==> config.mk <==
export PLATFORM = sky130hd
export DESIGN_NAME = oxa_alarm_cal
export DESIGN_NICKNAME = d
export VERILOG_FILES = /design/src/design/oxa_pkg.sv /design/src/design/oxa_alarm_cal.sv
export SDC_FILE = /design/constraint.sdc
export NUM_CORES = 1
export LEC_CHECK = 0
export BUFFER_PORTS_ARGS = -buffer_cell sky130_fd_sc_hd__buf_2
export CELL_PAD_IN_SITES_DETAIL_PLACEMENT = 2
export CELL_PAD_IN_SITES_GLOBAL_PLACEMENT = 2
export CORE_MARGIN = 8
export CORE_UTILIZATION = 41
export DETAILED_ROUTE_END_ITERATION = 10
export PLACE_DENSITY = 0.95
export SLEW_MARGIN = 0
export SYNTH_ARGS = -nofsm -noshare
export SYNTH_HDL_FRONTEND = slang
export SYNTH_SLANG_ARGS = --single-unit
==> constraint.sdc <==
create_clock -name clk -period 26.8 [get_ports clk]
set_clock_uncertainty 0.1 [all_clocks]
set_input_delay 5.36 -clock clk [delete_from_list [all_inputs] [get_ports clk]]
set_output_delay 5.36 -clock clk [all_outputs]
set_load 0.01 [all_outputs]
==> src/design/oxa_pkg.sv <==
// What this block does
// two independent alarms, limit 0,2 to 25 vol-%
// high type above limit, low below
// each active alarm drives own relay
// display indication only when row shows alarms
// limit/type editing times out after 5 min
// four reset behaviours in protected level
// latching flashes; up clears one, down two
// alarm off behaviour never asserts
// self-clear after value passes back by margin
// margin 0,1 to 10 percent of threshold
// timed clear after preset delay
// delay whole seconds 1 to 60
// protected level falls back after 10 min
// in-range values accepted without confirmation
// function key aborts calibration, nothing else
// calibration freezes alarms, outputs and display (the display stays live in the low and high gas prompts)
// refuse setpoints with upper/lower ratio below 5
// down held plus function starts low point
// up held plus function starts high point
// function key after purge aborts calibration
// operator should do low point first
// alarm row shows whichever alarms are active
// compare on each new value, same units
package oxa_pkg;
   // concentrations are in units of 0,01 vol-%
   localparam int VAL_W           = 12;
   localparam int HYST_W          = 7;   // units of 0,1 percent relative
   localparam int DLY_W           = 6;   // whole seconds
   localparam int SEC_W           = 10;
   localparam logic [VAL_W-1:0]  LIMIT_MIN = 12'h014;  // 0,20 vol-%
   localparam logic [VAL_W-1:0]  LIMIT_MAX = 12'h9C4;  // 25,00 vol-%
   localparam logic [HYST_W-1:0] HYST_MIN  = 7'h01;    // 0,1 %
   localparam logic [HYST_W-1:0] HYST_MAX  = 7'h64;    // 10,0 %
   localparam logic [DLY_W-1:0]  DLY_MIN   = 6'h01;
   localparam logic [DLY_W-1:0]  DLY_MAX   = 6'h3C;
   localparam int HYST_DIV        = 1000;
   localparam int CAL_RATIO       = 5;
   localparam int EDIT_TIMEOUT_MIN = 5;
   localparam int PROT_TIMEOUT_MIN = 10;
   localparam logic [SEC_W-1:0] EDIT_TIMEOUT_S = SEC_W'(EDIT_TIMEOUT_MIN * 60);
   localparam logic [SEC_W-1:0] PROT_TIMEOUT_S = SEC_W'(PROT_TIMEOUT_MIN * 60);
   localparam int CLK_HZ          = 40_000_000;
   localparam int PURGE_S         = 30;
   localparam int SAMPLE_S        = 30;

   typedef enum logic [1:0] {
      OXA_MODE_LATCH = 2'h0,
      OXA_MODE_OFF   = 2'h1,
      OXA_MODE_AUTO  = 2'h2,
      OXA_MODE_TIMED = 2'h3
   } oxa_mode_t;

   typedef struct packed {
      logic [VAL_W-1:0]  limit;
      logic              high_type;
      oxa_mode_t         mode;
      logic [HYST_W-1:0] hyst;
      logic [DLY_W-1:0]  delay;
   } oxa_alm_cfg_t;

   localparam oxa_alm_cfg_t ALM_CFG_RST = '{limit: 12'h9C4, high_type: 1'b1, mode: OXA_MODE_AUTO,
                                            hyst: 7'h0A, delay: 6'h01};
   localparam logic [VAL_W-1:0] CAL_LOW_RST  = 12'h0C8;   // 2,00
   localparam logic [VAL_W-1:0] CAL_HIGH_RST = 12'h82F;   // 20,95

   typedef struct packed {
      logic f;
      logic up;
      logic down;
      logic hidden;
   } oxa_keys_t;
endpackage

==> src/design/oxa_alarm_cal.sv <==
`timescale 1ns/10ps
module oxa_alarm_cal #(
   parameter int SEC_CYCLES = oxa_pkg::CLK_HZ,
   parameter int PURGE_S    = oxa_pkg::PURGE_S,
   parameter int SAMPLE_S   = oxa_pkg::SAMPLE_S
) (
   input  wire  logic                          clk,
   input  wire  logic                          rst_n,
   input  wire  logic [oxa_pkg::VAL_W-1:0]     meas_value,
   input  wire  logic                          meas_valid,
   input  wire  oxa_pkg::oxa_keys_t            key_press,
   input  wire  oxa_pkg::oxa_keys_t            key_held,
   input  wire  logic                          edit_enter,
   input  wire  logic [1:0]                    cfg_wr,
   input  wire  oxa_pkg::oxa_alm_cfg_t         cfg_data,
   input  wire  logic                          cal_set_wr,
   input  wire  logic [oxa_pkg::VAL_W-1:0]     cal_low_in,
   input  wire  logic [oxa_pkg::VAL_W-1:0]     cal_high_in,
   input  wire  logic                          row_shows_alarms,
   output logic [1:0]                          relay_reg,
   output logic                                first_alarm_indication_reg,
   output logic                                second_alarm_indication_reg,
   output logic [oxa_pkg::VAL_W-1:0]           disp_value_reg,
   output logic                                edit_active_reg,
   output logic                                prot_level_reg,
   output logic                                low_gas_prompt_reg,
   output logic                                high_gas_prompt_reg,
   output logic                                cal_busy_reg,
   output logic                                cal_purge_reg,
   output logic                                cal_done_reg,
   output logic                                cfg_refused_reg,
   output logic [oxa_pkg::VAL_W-1:0]           cal_low_reg,
   output logic [oxa_pkg::VAL_W-1:0]           cal_high_reg,
   output oxa_pkg::oxa_alm_cfg_t               alm_cfg_reg [2]
);

   // ==========================================================
   // parameter checks
   generate
      if (SEC_CYCLES < 2 || PURGE_S < 1 || SAMPLE_S < 1 || PURGE_S > 1023 || SAMPLE_S > 1023) begin : g_bad
         $error("oxa_alarm_cal: timing parameters out of range");
      end
   endgenerate

   typedef enum logic [2:0] {
      OXA_CAL_IDLE   = 3'h0,
      OXA_CAL_PR_LO  = 3'h1,
      OXA_CAL_PR_HI  = 3'h2,
      OXA_CAL_PURGE  = 3'h3,
      OXA_CAL_SAMPLE = 3'h4
   } oxa_cal_state_t;

   // ==========================================================
   // seconds timebase
   logic [31:0]                  sec_cnt_reg;
   logic                         sec_tick_reg;
   logic                         blink_reg;
   logic                         any_key;

   assign any_key = key_press.f | key_press.up | key_press.down | key_press.hidden;

   always_ff @(posedge clk or negedge rst_n) begin
      if (!rst_n) begin
         sec_cnt_reg  <= 32'h0000_0000;
         sec_tick_reg <= 1'b0;
         blink_reg    <= 1'b0;
      end else begin
         sec_tick_reg <= 1'b0;
         if (sec_cnt_reg == 32'(SEC_CYCLES - 1)) begin
            sec_cnt_reg  <= 32'h0000_0000;
            sec_tick_reg <= 1'b1;
            blink_reg    <= ~blink_reg;
         end else begin
            sec_cnt_reg <= sec_cnt_reg + 32'h0000_0001;
         end
      end
   end

   // ==========================================================
   // edit and protected level timeouts
   logic [oxa_pkg::SEC_W-1:0]    edit_idle_reg;
   logic [oxa_pkg::SEC_W-1:0]    prot_idle_reg;

   always_ff @(posedge clk or negedge rst_n) begin
      if (!rst_n) begin
         edit_active_reg <= 1'b0;
         edit_idle_reg   <= '0;
      end else if (edit_enter) begin
         edit_active_reg <= 1'b1;
         edit_idle_reg   <= '0;
      end else if (any_key) begin
         edit_idle_reg <= '0;
      end else if (edit_active_reg && sec_tick_reg) begin
         if (edit_idle_reg == oxa_pkg::EDIT_TIMEOUT_S - 1'b1) begin
            edit_active_reg <= 1'b0;
            edit_idle_reg   <= '0;
         end else begin
            edit_idle_reg <= edit_idle_reg + 1'b1;
         end
      end
   end

   always_ff @(posedge clk or negedge rst_n) begin
      if (!rst_n) begin
         prot_level_reg <= 1'b0;
         prot_idle_reg  <= '0;
      end else if (key_press.hidden) begin
         prot_level_reg <= ~prot_level_reg;
         prot_idle_reg  <= '0;
      end else if (any_key) begin
         prot_idle_reg <= '0;
      end else if (prot_level_reg && sec_tick_reg) begin
         if (prot_idle_reg == oxa_pkg::PROT_TIMEOUT_S - 1'b1) begin
            prot_level_reg <= 1'b0;
            prot_idle_reg  <= '0;
         end else begin
            prot_idle_reg <= prot_idle_reg + 1'b1;
         end
      end
   end

   // ==========================================================
   // settings
   logic                         cfg_in_range;
   logic                         cal_ratio_ok;
   logic [oxa_pkg::VAL_W+2:0]    cal_low_x5;

   // out-of-range writes are dropped; no other plausibility check
   assign cfg_in_range = cfg_data.limit >= oxa_pkg::LIMIT_MIN && cfg_data.limit <= oxa_pkg::LIMIT_MAX
                         && cfg_data.hyst >= oxa_pkg::HYST_MIN && cfg_data.hyst <= oxa_pkg::HYST_MAX
                         && cfg_data.delay >= oxa_pkg::DLY_MIN && cfg_data.delay <= oxa_pkg::DLY_MAX;
   assign cal_low_x5   = (oxa_pkg::VAL_W+3)'(cal_low_in) * (oxa_pkg::VAL_W+3)'(oxa_pkg::CAL_RATIO);
   assign cal_ratio_ok = (oxa_pkg::VAL_W+3)'(cal_high_in) >= cal_low_x5;

   for (genvar i = 0; i < 2; i++) begin : g_cfg
      always_ff @(posedge clk or negedge rst_n) begin
         if (!rst_n) begin
            alm_cfg_reg[i] <= oxa_pkg::ALM_CFG_RST;
         end else if (cfg_wr[i] && cfg_in_range) begin
            if (edit_active_reg) begin
               alm_cfg_reg[i].limit     <= cfg_data.limit;
               alm_cfg_reg[i].high_type <= cfg_data.high_type;
            end
            if (prot_level_reg) begin
               alm_cfg_reg[i].mode  <= cfg_data.mode;
               alm_cfg_reg[i].hyst  <= cfg_data.hyst;
               alm_cfg_reg[i].delay <= cfg_data.delay;
            end
         end
      end
   end

   always_ff @(posedge clk or negedge rst_n) begin
      if (!rst_n) begin
         cal_low_reg     <= oxa_pkg::CAL_LOW_RST;
         cal_high_reg    <= oxa_pkg::CAL_HIGH_RST;
         cfg_refused_reg <= 1'b0;
      end else begin
         cfg_refused_reg <= 1'b0;
         if (cal_set_wr) begin
            if (cal_ratio_ok) begin
               cal_low_reg  <= cal_low_in;
               cal_high_reg <= cal_high_in;
            end else begin
               cfg_refused_reg <= 1'b1;
            end
         end
      end
   end

   // ==========================================================
   // calibration sequencer
   oxa_cal_state_t               cal_state_reg;
   logic [9:0]                   cal_secs_reg;
   logic                         cal_frozen;

   // low-then-high order is advice only; either start is taken
   always_ff @(posedge clk or negedge rst_n) begin
      if (!rst_n) begin
         cal_state_reg <= OXA_CAL_IDLE;
         cal_secs_reg  <= '0;
         cal_done_reg  <= 1'b0;
      end else begin
         cal_done_reg <= 1'b0;
         case (cal_state_reg)
            OXA_CAL_IDLE: begin
               if (key_press.f && key_held.down) begin
                  cal_state_reg <= OXA_CAL_PR_LO;
               end else if (key_press.f && key_held.up) begin
                  cal_state_reg <= OXA_CAL_PR_HI;
               end
            end
            OXA_CAL_PR_LO, OXA_CAL_PR_HI: begin
               if (key_press.f) begin
                  cal_state_reg <= OXA_CAL_PURGE;
                  cal_secs_reg  <= 10'(PURGE_S);
               end
            end
            OXA_CAL_PURGE: begin
               if (key_press.f) begin
                  cal_state_reg <= OXA_CAL_IDLE;
               end else if (sec_tick_reg) begin
                  if (cal_secs_reg == 10'h001) begin
                     cal_state_reg <= OXA_CAL_SAMPLE;
                     cal_secs_reg  <= 10'(SAMPLE_S);
                  end else begin
                     cal_secs_reg <= cal_secs_reg - 10'h001;
                  end
               end
            end
            OXA_CAL_SAMPLE: begin
               if (key_press.f) begin
                  cal_state_reg <= OXA_CAL_IDLE;
               end else if (sec_tick_reg) begin
                  if (cal_secs_reg == 10'h001) begin
                     cal_state_reg <= OXA_CAL_IDLE;
                     cal_done_reg  <= 1'b1;
                  end else begin
                     cal_secs_reg <= cal_secs_reg - 10'h001;
                  end
               end
            end
            default: cal_state_reg <= OXA_CAL_IDLE;
         endcase
      end
   end

   assign cal_frozen = cal_state_reg != OXA_CAL_IDLE;

   always_ff @(posedge clk or negedge rst_n) begin
      if (!rst_n) begin
         low_gas_prompt_reg  <= 1'b0;
         high_gas_prompt_reg <= 1'b0;
         cal_busy_reg        <= 1'b0;
         cal_purge_reg       <= 1'b0;
      end else begin
         low_gas_prompt_reg  <= cal_state_reg == OXA_CAL_PR_LO;
         high_gas_prompt_reg <= cal_state_reg == OXA_CAL_PR_HI;
         cal_busy_reg        <= cal_frozen;
         cal_purge_reg       <= cal_state_reg == OXA_CAL_PURGE;
      end
   end

   // prompts show the live value; purge and sample hold the last one
   always_ff @(posedge clk or negedge rst_n) begin
      if (!rst_n) begin
         disp_value_reg <= '0;
      end else if (meas_valid && (!cal_frozen || cal_state_reg == OXA_CAL_PR_LO
                                  || cal_state_reg == OXA_CAL_PR_HI)) begin
         disp_value_reg <= meas_value;
      end
   end

   // ==========================================================
   // value alarms
   logic [1:0]                   alm_act_reg;
   logic [1:0]                   alm_clr_key;

   // up key clears alarm one, down key alarm two, unless used to start calibration
   assign alm_clr_key[0] = key_press.up & ~key_press.f;
   assign alm_clr_key[1] = key_press.down & ~key_press.f;

   for (genvar i = 0; i < 2; i++) begin : g_alm
      logic [oxa_pkg::VAL_W+oxa_pkg::HYST_W-1:0] prod;
      logic [oxa_pkg::VAL_W-1:0]                 margin;
      logic [oxa_pkg::VAL_W:0]                   back_lvl;
      logic                                      trig;
      logic                                      passed_back;
      logic [oxa_pkg::DLY_W-1:0]                 dly_reg;

      // margin is relative to the threshold, truncated to 0,01 vol-%
      assign prod   = (oxa_pkg::VAL_W+oxa_pkg::HYST_W)'(alm_cfg_reg[i].limit) *
                      (oxa_pkg::VAL_W+oxa_pkg::HYST_W)'(alm_cfg_reg[i].hyst);
      assign margin = oxa_pkg::VAL_W'(prod / (oxa_pkg::VAL_W+oxa_pkg::HYST_W)'(oxa_pkg::HYST_DIV));
      assign back_lvl = alm_cfg_reg[i].high_type
                        ? {1'b0, alm_cfg_reg[i].limit} - {1'b0, margin}
                        : {1'b0, alm_cfg_reg[i].limit} + {1'b0, margin};
      assign trig = alm_cfg_reg[i].high_type ? (meas_value > alm_cfg_reg[i].limit)
                                             : (meas_value < alm_cfg_reg[i].limit);
      assign passed_back = alm_cfg_reg[i].high_type
                           ? ({1'b0, meas_value} <= back_lvl)
                           : ({1'b0, meas_value} >= back_lvl);

      always_ff @(posedge clk or negedge rst_n) begin
         if (!rst_n) begin
            alm_act_reg[i] <= 1'b0;
            dly_reg        <= '0;
         end else if (alm_cfg_reg[i].mode == oxa_pkg::OXA_MODE_OFF) begin
            alm_act_reg[i] <= 1'b0;
            dly_reg        <= '0;
         end else if (!cal_frozen) begin
            case (alm_cfg_reg[i].mode)
               oxa_pkg::OXA_MODE_LATCH: begin
                  // a new trigger in the clearing cycle keeps the alarm set
                  if (meas_valid && trig) begin
                     alm_act_reg[i] <= 1'b1;
                  end else if (alm_clr_key[i]) begin
                     alm_act_reg[i] <= 1'b0;
                  end
               end
               oxa_pkg::OXA_MODE_AUTO: begin
                  if (meas_valid && trig) begin
                     alm_act_reg[i] <= 1'b1;
                  end else if (meas_valid && passed_back) begin
                     alm_act_reg[i] <= 1'b0;
                  end
               end
               oxa_pkg::OXA_MODE_TIMED: begin
                  if (!alm_act_reg[i]) begin
                     if (meas_valid && trig) begin
                        alm_act_reg[i] <= 1'b1;
                        dly_reg        <= alm_cfg_reg[i].delay;
                     end
                  end else if (sec_tick_reg) begin
                     if (dly_reg <= oxa_pkg::DLY_W'(1)) begin
                        alm_act_reg[i] <= 1'b0;
                        dly_reg        <= '0;
                     end else begin
                        dly_reg <= dly_reg - oxa_pkg::DLY_W'(1);
                     end
                  end
               end
               default: alm_act_reg[i] <= 1'b0;
            endcase
         end
      end
   end

   // ==========================================================
   // relays and display indication
   logic [1:0]                   ind;

   for (genvar i = 0; i < 2; i++) begin : g_ind
      // latched alarms flash at the seconds rate; the relay stays steady
      assign ind[i] = row_shows_alarms & alm_act_reg[i] &
                      (alm_cfg_reg[i].mode != oxa_pkg::OXA_MODE_LATCH | blink_reg);
   end

   always_ff @(posedge clk or negedge rst_n) begin
      if (!rst_n) begin
         relay_reg                   <= 2'h0;
         first_alarm_indication_reg  <= 1'b0;
         second_alarm_indication_reg <= 1'b0;
      end else begin
         relay_reg                   <= alm_act_reg;
         first_alarm_indication_reg  <= ind[0];
         second_alarm_indication_reg <= ind[1];
      end
   end

endmodule

==> metrics.cfg, run 1 <==
[yosys]
synth_cells = 2625
synth_cell_types = 103
synthTopCellsByArea = dfrtp_1 (18%), ha_1 (11%), fa_1 (9.1%)
postSynth.asyncResetShare = 1.00
ys_seq_elements = 185
ys.flop_type = dfrtp_1
synth_area_per_cell_um2 = 8.47
ys_warn_count = 0
netlist_top_cells_count = nand2_1 (199), inv_1 (197), ha_1 (189), dfrtp_1 (156), nor2_1 (152)
yosysMostFrequentCell = nand2_1
synth_top_area_share = 0.176
synth_nets = 2995
synth_edf_count = 0
synth_area_mm2 = 0.0222
yosysSeqAreaShare = 0.210
yosysTopAreaCell = dfrtp_1

[layout]
fin_nets = 3106
largest_reg_flops = 56
areaGrowthSynthToFinish_pct = 9.41
drive_above_1_share = 0.152
fin_area_mm2 = 0.0243

[worst_setup_path]
timing.rr.end = alm_act_reg[1]$_DFFE_PN0P_
cpPeakStageDelay_ps = 1080
crit_path_max_fanout = 19
endpoint_kind = register
crit_required_ps = 27110
cp-start-kind = register
r2r_cells = 60
worstSetupPathType = register to register
cp_slowest_cell = a31oi_1
arrival_ps = 21330
path_common_cell = a21oi_1
worstReg2RegStart = alm_cfg_reg[11]$_DFFE_PN0P_
r2r_slack_ps = 5790

[global_route]
grt_pass1_vias = 27200
grt_pass1_wl_um = 182000
overflow = 0
grt_max_degree = 85
track_usage = 0.381
antenna_found_initial = 15

[routing]
drtAntennaViolNets = 0
drc = 0
avgRoutedWirePerCell_um = 35.2
vias = 24400
drt-pass1-iter-count = 6
via_per_inst = 7.06
drtIter0Drc = 2305
totalWireLength_um = 122000

[placement]
place_congestion = 0.892
hpwl_um = 83000
post_dp_cell_area_mm2 = 0.0237
port_buffers = 181

[cts]
tritoncts = built
htree_levels = 4
cts_setup_buffers = 0
cts_buffers = 17
cts.sink_count = 185
ctsResizeCount = 0
clock_latency_ps = 530
clockBufferDepth = 2
path_clk_slew_ps = 100
cts-root-buf = clkbuf_16
ctsHoldBuffers = 0

[sta]
setup_viol = 0
drv_slew = 0
rsz0062_at_grt = no
worstMarginPinSlew_ps = 1370
fin_tns_setup_ps = 0
min_period_ps = 21010
final_hold_viol_count = 0
period_share = 0.784
slew-limit-headroom = 0.0813
fmax_ghz = 0.0476

[floorplanning]
dieArea_mm2 = 0.0619
core-area_mm2 = 0.0537
initial_utilization = 0.414
io_pins = 184
die_x_um = 249
num_rows = 85
die_height_um = 249

[hold_path]
hold_class = register to register
hold-path-endpoint = disp_value_reg[0]$_DFFE_PN0P_
min_from = disp_value_reg[0]$_DFFE_PN0P_
hold_depth = 2

[job]
maxCapViolCount = 0

[outcome]
status = complete, no violations

area by class of cell:
class / count / area [um^2]
fillers: 5832 / 29400
multi-input cells: 2144 / 16400
flip-flops and latches: 185 / 4670
repair buffers: 190 / 982
well taps: 696 / 871
inverters: 198 / 743
clock buffers: 18 / 439
clock inverters: 14 / 166
diodes: 15 / 37.5
per-stage QoR:
step | utilization | hold slack, ps | setup WS, ps | cells
after global routing | 0.452 | 434 | 5530 | 3451
after detailed placement | 0.441 | 388 | 6830 | 3413
final | 0.453 | 405 | 5790 | 3460
after CTS | 0.452 | 411 | 6270 | 3445
after global placement | 0.441 | 357 | 9340 | 3413
after floorplan | - | 288 | 12480 | 2625
routing by layer:
| metal | part of all wire | global-route usage | up-vias | wire, um |
|---|---|---|---|---|
| met1 | 0.35 | 0.410 | 12300 | 43200 |
| li1 | - | - | 9682 | - |
| met3 | 0.078 | 0.0951 | 787 | 9540 |
| met5 | 0.00044 | 0 | - | 54 |
| met4 | 0.088 | 0.279 | 8 | 10700 |
| met2 | 0.48 | 0.647 | 1672 | 58300 |
cells in the final DEF (no fill, tap or decap), types with 86 or more instances in the layout:
cell type	Yosys	layout
nand2_1	199	199
mux2_2	98	98
o21ai_0	133	133
ha_1	189	189
a21oi_1	144	144
and2_1	141	141
nand3_1	93	93
inv_1	197	197
fa_1	101	101
dfrtp_1	156	156
nor2_1	152	152
buf_2	12	180
xnor2_1	86	86
cells by family after synthesis:
| group | synth area share |
|---|---|
| xor gates and xnor gates | 0.0563 |
| DFF | 0.210 |
| muxes | 0.0592 |
| AOI/OAI and AO/OA | 0.199 |
| adders and majority gates | 0.199 |
| buffers and inverters | 0.0520 |
| and+or+nand+nor | 0.225 |
worst max-delay path, delay by kind of cell, from the launching register on:
kind | cells | cell delay [ps]
compound gates | 30 | 10210
xor+xnor | 4 | 1810
fa+ha+maj | 9 | 4190
flops | 1 | 840
buf+inv | 3 | 230
simple gates | 11 | 2750
mux | 3 | 740
worst max path at each step:
stage	depth (start not counted)	endpoint	start	slack (ps)
finish	60	alm_act_reg[1]$_DFFE_PN0P_	alm_cfg_reg[11]$_DFFE_PN0P_	5790
CTS	61	alm_act_reg[1]$_DFFE_PN0P_	alm_cfg_reg[12]$_DFFE_PN0P_	6270
floorplan	65	alm_act_reg[1]$_DFFE_PN0P_	alm_cfg_reg[9]$_DFFE_PN1P_	12480
detailed placement	61	alm_act_reg[1]$_DFFE_PN0P_	alm_cfg_reg[12]$_DFFE_PN0P_	6830
global route	62	alm_act_reg[1]$_DFFE_PN0P_	alm_cfg_reg[12]$_DFFE_PN0P_	5530
global placement	60	alm_act_reg[1]$_DFFE_PN0P_	alm_cfg_reg[12]$_DFFE_PN0P_	9340
Power of run 1 is left out: the tool's default activity adds up to more than one toggle a clock period on the data nets, which glitch-free logic cannot reach.
==> inputs of run 2 (changes only) <==
--- a/config.mk
+++ b/config.mk
@@ -9,9 +9,9 @@
 export CELL_PAD_IN_SITES_DETAIL_PLACEMENT = 2
 export CELL_PAD_IN_SITES_GLOBAL_PLACEMENT = 2
 export CORE_MARGIN = 8
-export CORE_UTILIZATION = 41
+export CORE_UTILIZATION = 38
 export DETAILED_ROUTE_END_ITERATION = 10
-export PLACE_DENSITY = 0.95
+export PLACE_DENSITY = 0.9
 export SLEW_MARGIN = 0
 export SYNTH_ARGS = -nofsm -noshare
 export SYNTH_HDL_FRONTEND = slang
==> constraint.sdc (replaced) <==
create_clock -name clk -period 21.3 [get_ports clk]
set_clock_uncertainty 0.1 [all_clocks]
set_input_delay 4.26 -clock clk [delete_from_list [all_inputs] [get_ports clk]]
set_output_delay 4.26 -clock clk [all_outputs]
set_load 0.01 [all_outputs]
==> metrics.cfg, run 2 (synthesized netlist as in run 1, its figures left out) <==
[outcome]
status = complete, no violations

[global_route]
grt_pass1_vias = 27000  ; -1.0%
antenna_found_initial = 7  ; -8
overflow = 0  ; unchanged
grt_max_degree = 117  ; +38%
grt_pass1_wl_um = 179000  ; -1.8%
track_usage = 0.348  ; -0.0332

[hold_path]
hold_class = register to register
hold-path-endpoint = sec_cnt_reg[8]$_DFF_PN0_
min_from = sec_cnt_reg[8]$_DFF_PN0_
hold_depth = 1  ; -1

[layout]
areaGrowthSynthToFinish_pct = 9.69
final_common_cell = nand2_1
final_cell_mix = nand2_1 (199), inv_1 (197), ha_1 (189)
fin_nets = 3106  ; unchanged
drive_above_1_share = 0.151  ; -0.000364
fill_cells = 6351  ; +8.9%
largest_reg_flops = 56  ; unchanged

[floorplanning]
core-area_mm2 = 0.0578  ; +7.6%
die_height_um = 258  ; +3.6%
initial_utilization = 0.385  ; -0.0293
die_x_um = 258  ; +3.6%
num_rows = 88  ; +3.5%
io_pins = 184  ; unchanged
dieArea_mm2 = 0.0665  ; +7.4%

[placement]
port_buffers = 181  ; unchanged
place_congestion = 0.877  ; -1.7%
hpwl_um = 77000  ; -7.1%

[worst_setup_path]
endpoint_kind = register
cpPeakStageDelay_ps = 1030  ; -50 ps
cp_slowest_cell = a31oi_1
worstReg2RegStart = alm_cfg_reg[12]$_DFFE_PN0P_
cp-start-kind = register
arrival_ps = 21330  ; about the same
path_common_cell = a21oi_1
r2r_slack_ps = 240  ; -5540 ps
r2r_cells = 62  ; +3.3%
crit_required_ps = 21570  ; -5540 ps
crit_path_max_fanout = 19  ; unchanged
worstSetupPathType = register to register
timing.rr.end = alm_act_reg[1]$_DFFE_PN0P_

[sta]
final_hold_viol_count = 0  ; unchanged
worstMarginPinSlew_ps = 1300  ; -66.7 ps
period_share = 0.989  ; +0.204
fmax_ghz = 0.0475  ; -0.20%
fin_tns_setup_ps = 0  ; unchanged
drv_slew = 0  ; unchanged
setup_viol = 0  ; unchanged
slew-limit-headroom = 0.126  ; +0.0447
min_period_ps = 21060  ; +41.7 ps
rsz0062_at_grt = no

[routing]
totalWireLength_um = 121000  ; -1.0%
via_per_inst = 6.82  ; -3.4%
drc = 0  ; unchanged
drtIter0Drc = 2387  ; +3.6%
drtAntennaViolNets = 0  ; unchanged
avgRoutedWirePerCell_um = 34.2  ; -2.9%
vias = 24100  ; -1.5%
drt-pass1-iter-count = 5  ; -1

[cts]
clockBufferDepth = 2  ; unchanged
tritoncts = built
cts-root-buf = clkbuf_16
ctsResizeCount = 0  ; unchanged
path_clk_slew_ps = 90  ; about the same
ctsHoldBuffers = 0  ; unchanged
cts.sink_count = 185  ; unchanged
clock_latency_ps = 480  ; -50 ps
cts_setup_buffers = 0  ; unchanged
cts_buffers = 17  ; unchanged
htree_levels = 4  ; unchanged

[job]
maxCapViolCount = 0  ; unchanged

-- run 2: how the worst max path moves through the flow --
stage / start / endpoint / slack, ps / cells after the start
6_report: alm_cfg_reg[12]$_DFFE_PN0P_ / alm_act_reg[1]$_DFFE_PN0P_ / 240 / 62
5_1_grt: alm_cfg_reg[12]$_DFFE_PN0P_ / alm_act_reg[1]$_DFFE_PN0P_ / 60 / 62
4_1_cts: alm_cfg_reg[10]$_DFFE_PN0P_ / alm_act_reg[1]$_DFFE_PN0P_ / 1260 / 59
3_5_place_dp: alm_cfg_reg[10]$_DFFE_PN0P_ / alm_act_reg[1]$_DFFE_PN0P_ / 2450 / 60
3_3_place_gp: alm_cfg_reg[12]$_DFFE_PN0P_ / alm_act_reg[1]$_DFFE_PN0P_ / 4050 / 60
2_1_floorplan: alm_cfg_reg[9]$_DFFE_PN1P_ / alm_act_reg[1]$_DFFE_PN0P_ / 6980 / 65
-- run 2: per-stage QoR --
stage               area [um^2]  setup WS (ps)  cells  hold slack, ps  utilization
detailed placement        23800           2450   3482             364        0.411
floorplan                 22200           6980   2625             288            -
global placement          23800           4050   3482             355        0.411
finish                    24400            245   3526             396        0.422
CTS                       24300           1260   3514             399        0.421
global route              24400           56.6   3518             417        0.421
-- run 2: routing by layer --
| metal | share of wire | vias to the layer above | global-route usage |
|---|---|---|---|
| met1 | 0.36 | 12200 | 0.375 |
| met3 | 0.075 | 658 | 0.0800 |
| met2 | 0.48 | 1493 | 0.595 |
| met4 | 0.086 | 2 | 0.254 |
| met5 | 0.000075 | - | 0 |
| li1 | - | 9678 | - |
-- run 2: cell type report --
| type | count | area [um^2] | area share |
|---|---|---|---|
| multi-input combinational | 2144 | 16400 | 0.673 |
| sequential | 185 | 4670 | 0.191 |
| timing repair buffer | 190 | 982 | 0.0403 |
| tap | 765 | 957 | 0.0393 |
| inverter | 198 | 743 | 0.0305 |
| clock buffer | 19 | 443 | 0.0182 |
| clock inverter | 13 | 148 | 0.00606 |
| antenna | 12 | 30.0 | 0.00123 |
-- run 2: worst max-delay path: cells and delay by family (launching register included) --
family	cells	cell delay (ps)
adders and majority gates	9	4470
and+or+nand+nor	13	3420
DFF	1	640
xor gates and xnor gates	1	140
AOI/OAI and AO/OA	30	10500
buffers and inverters	5	650
muxes	4	980
Power of run 2 is left out for the same reason.
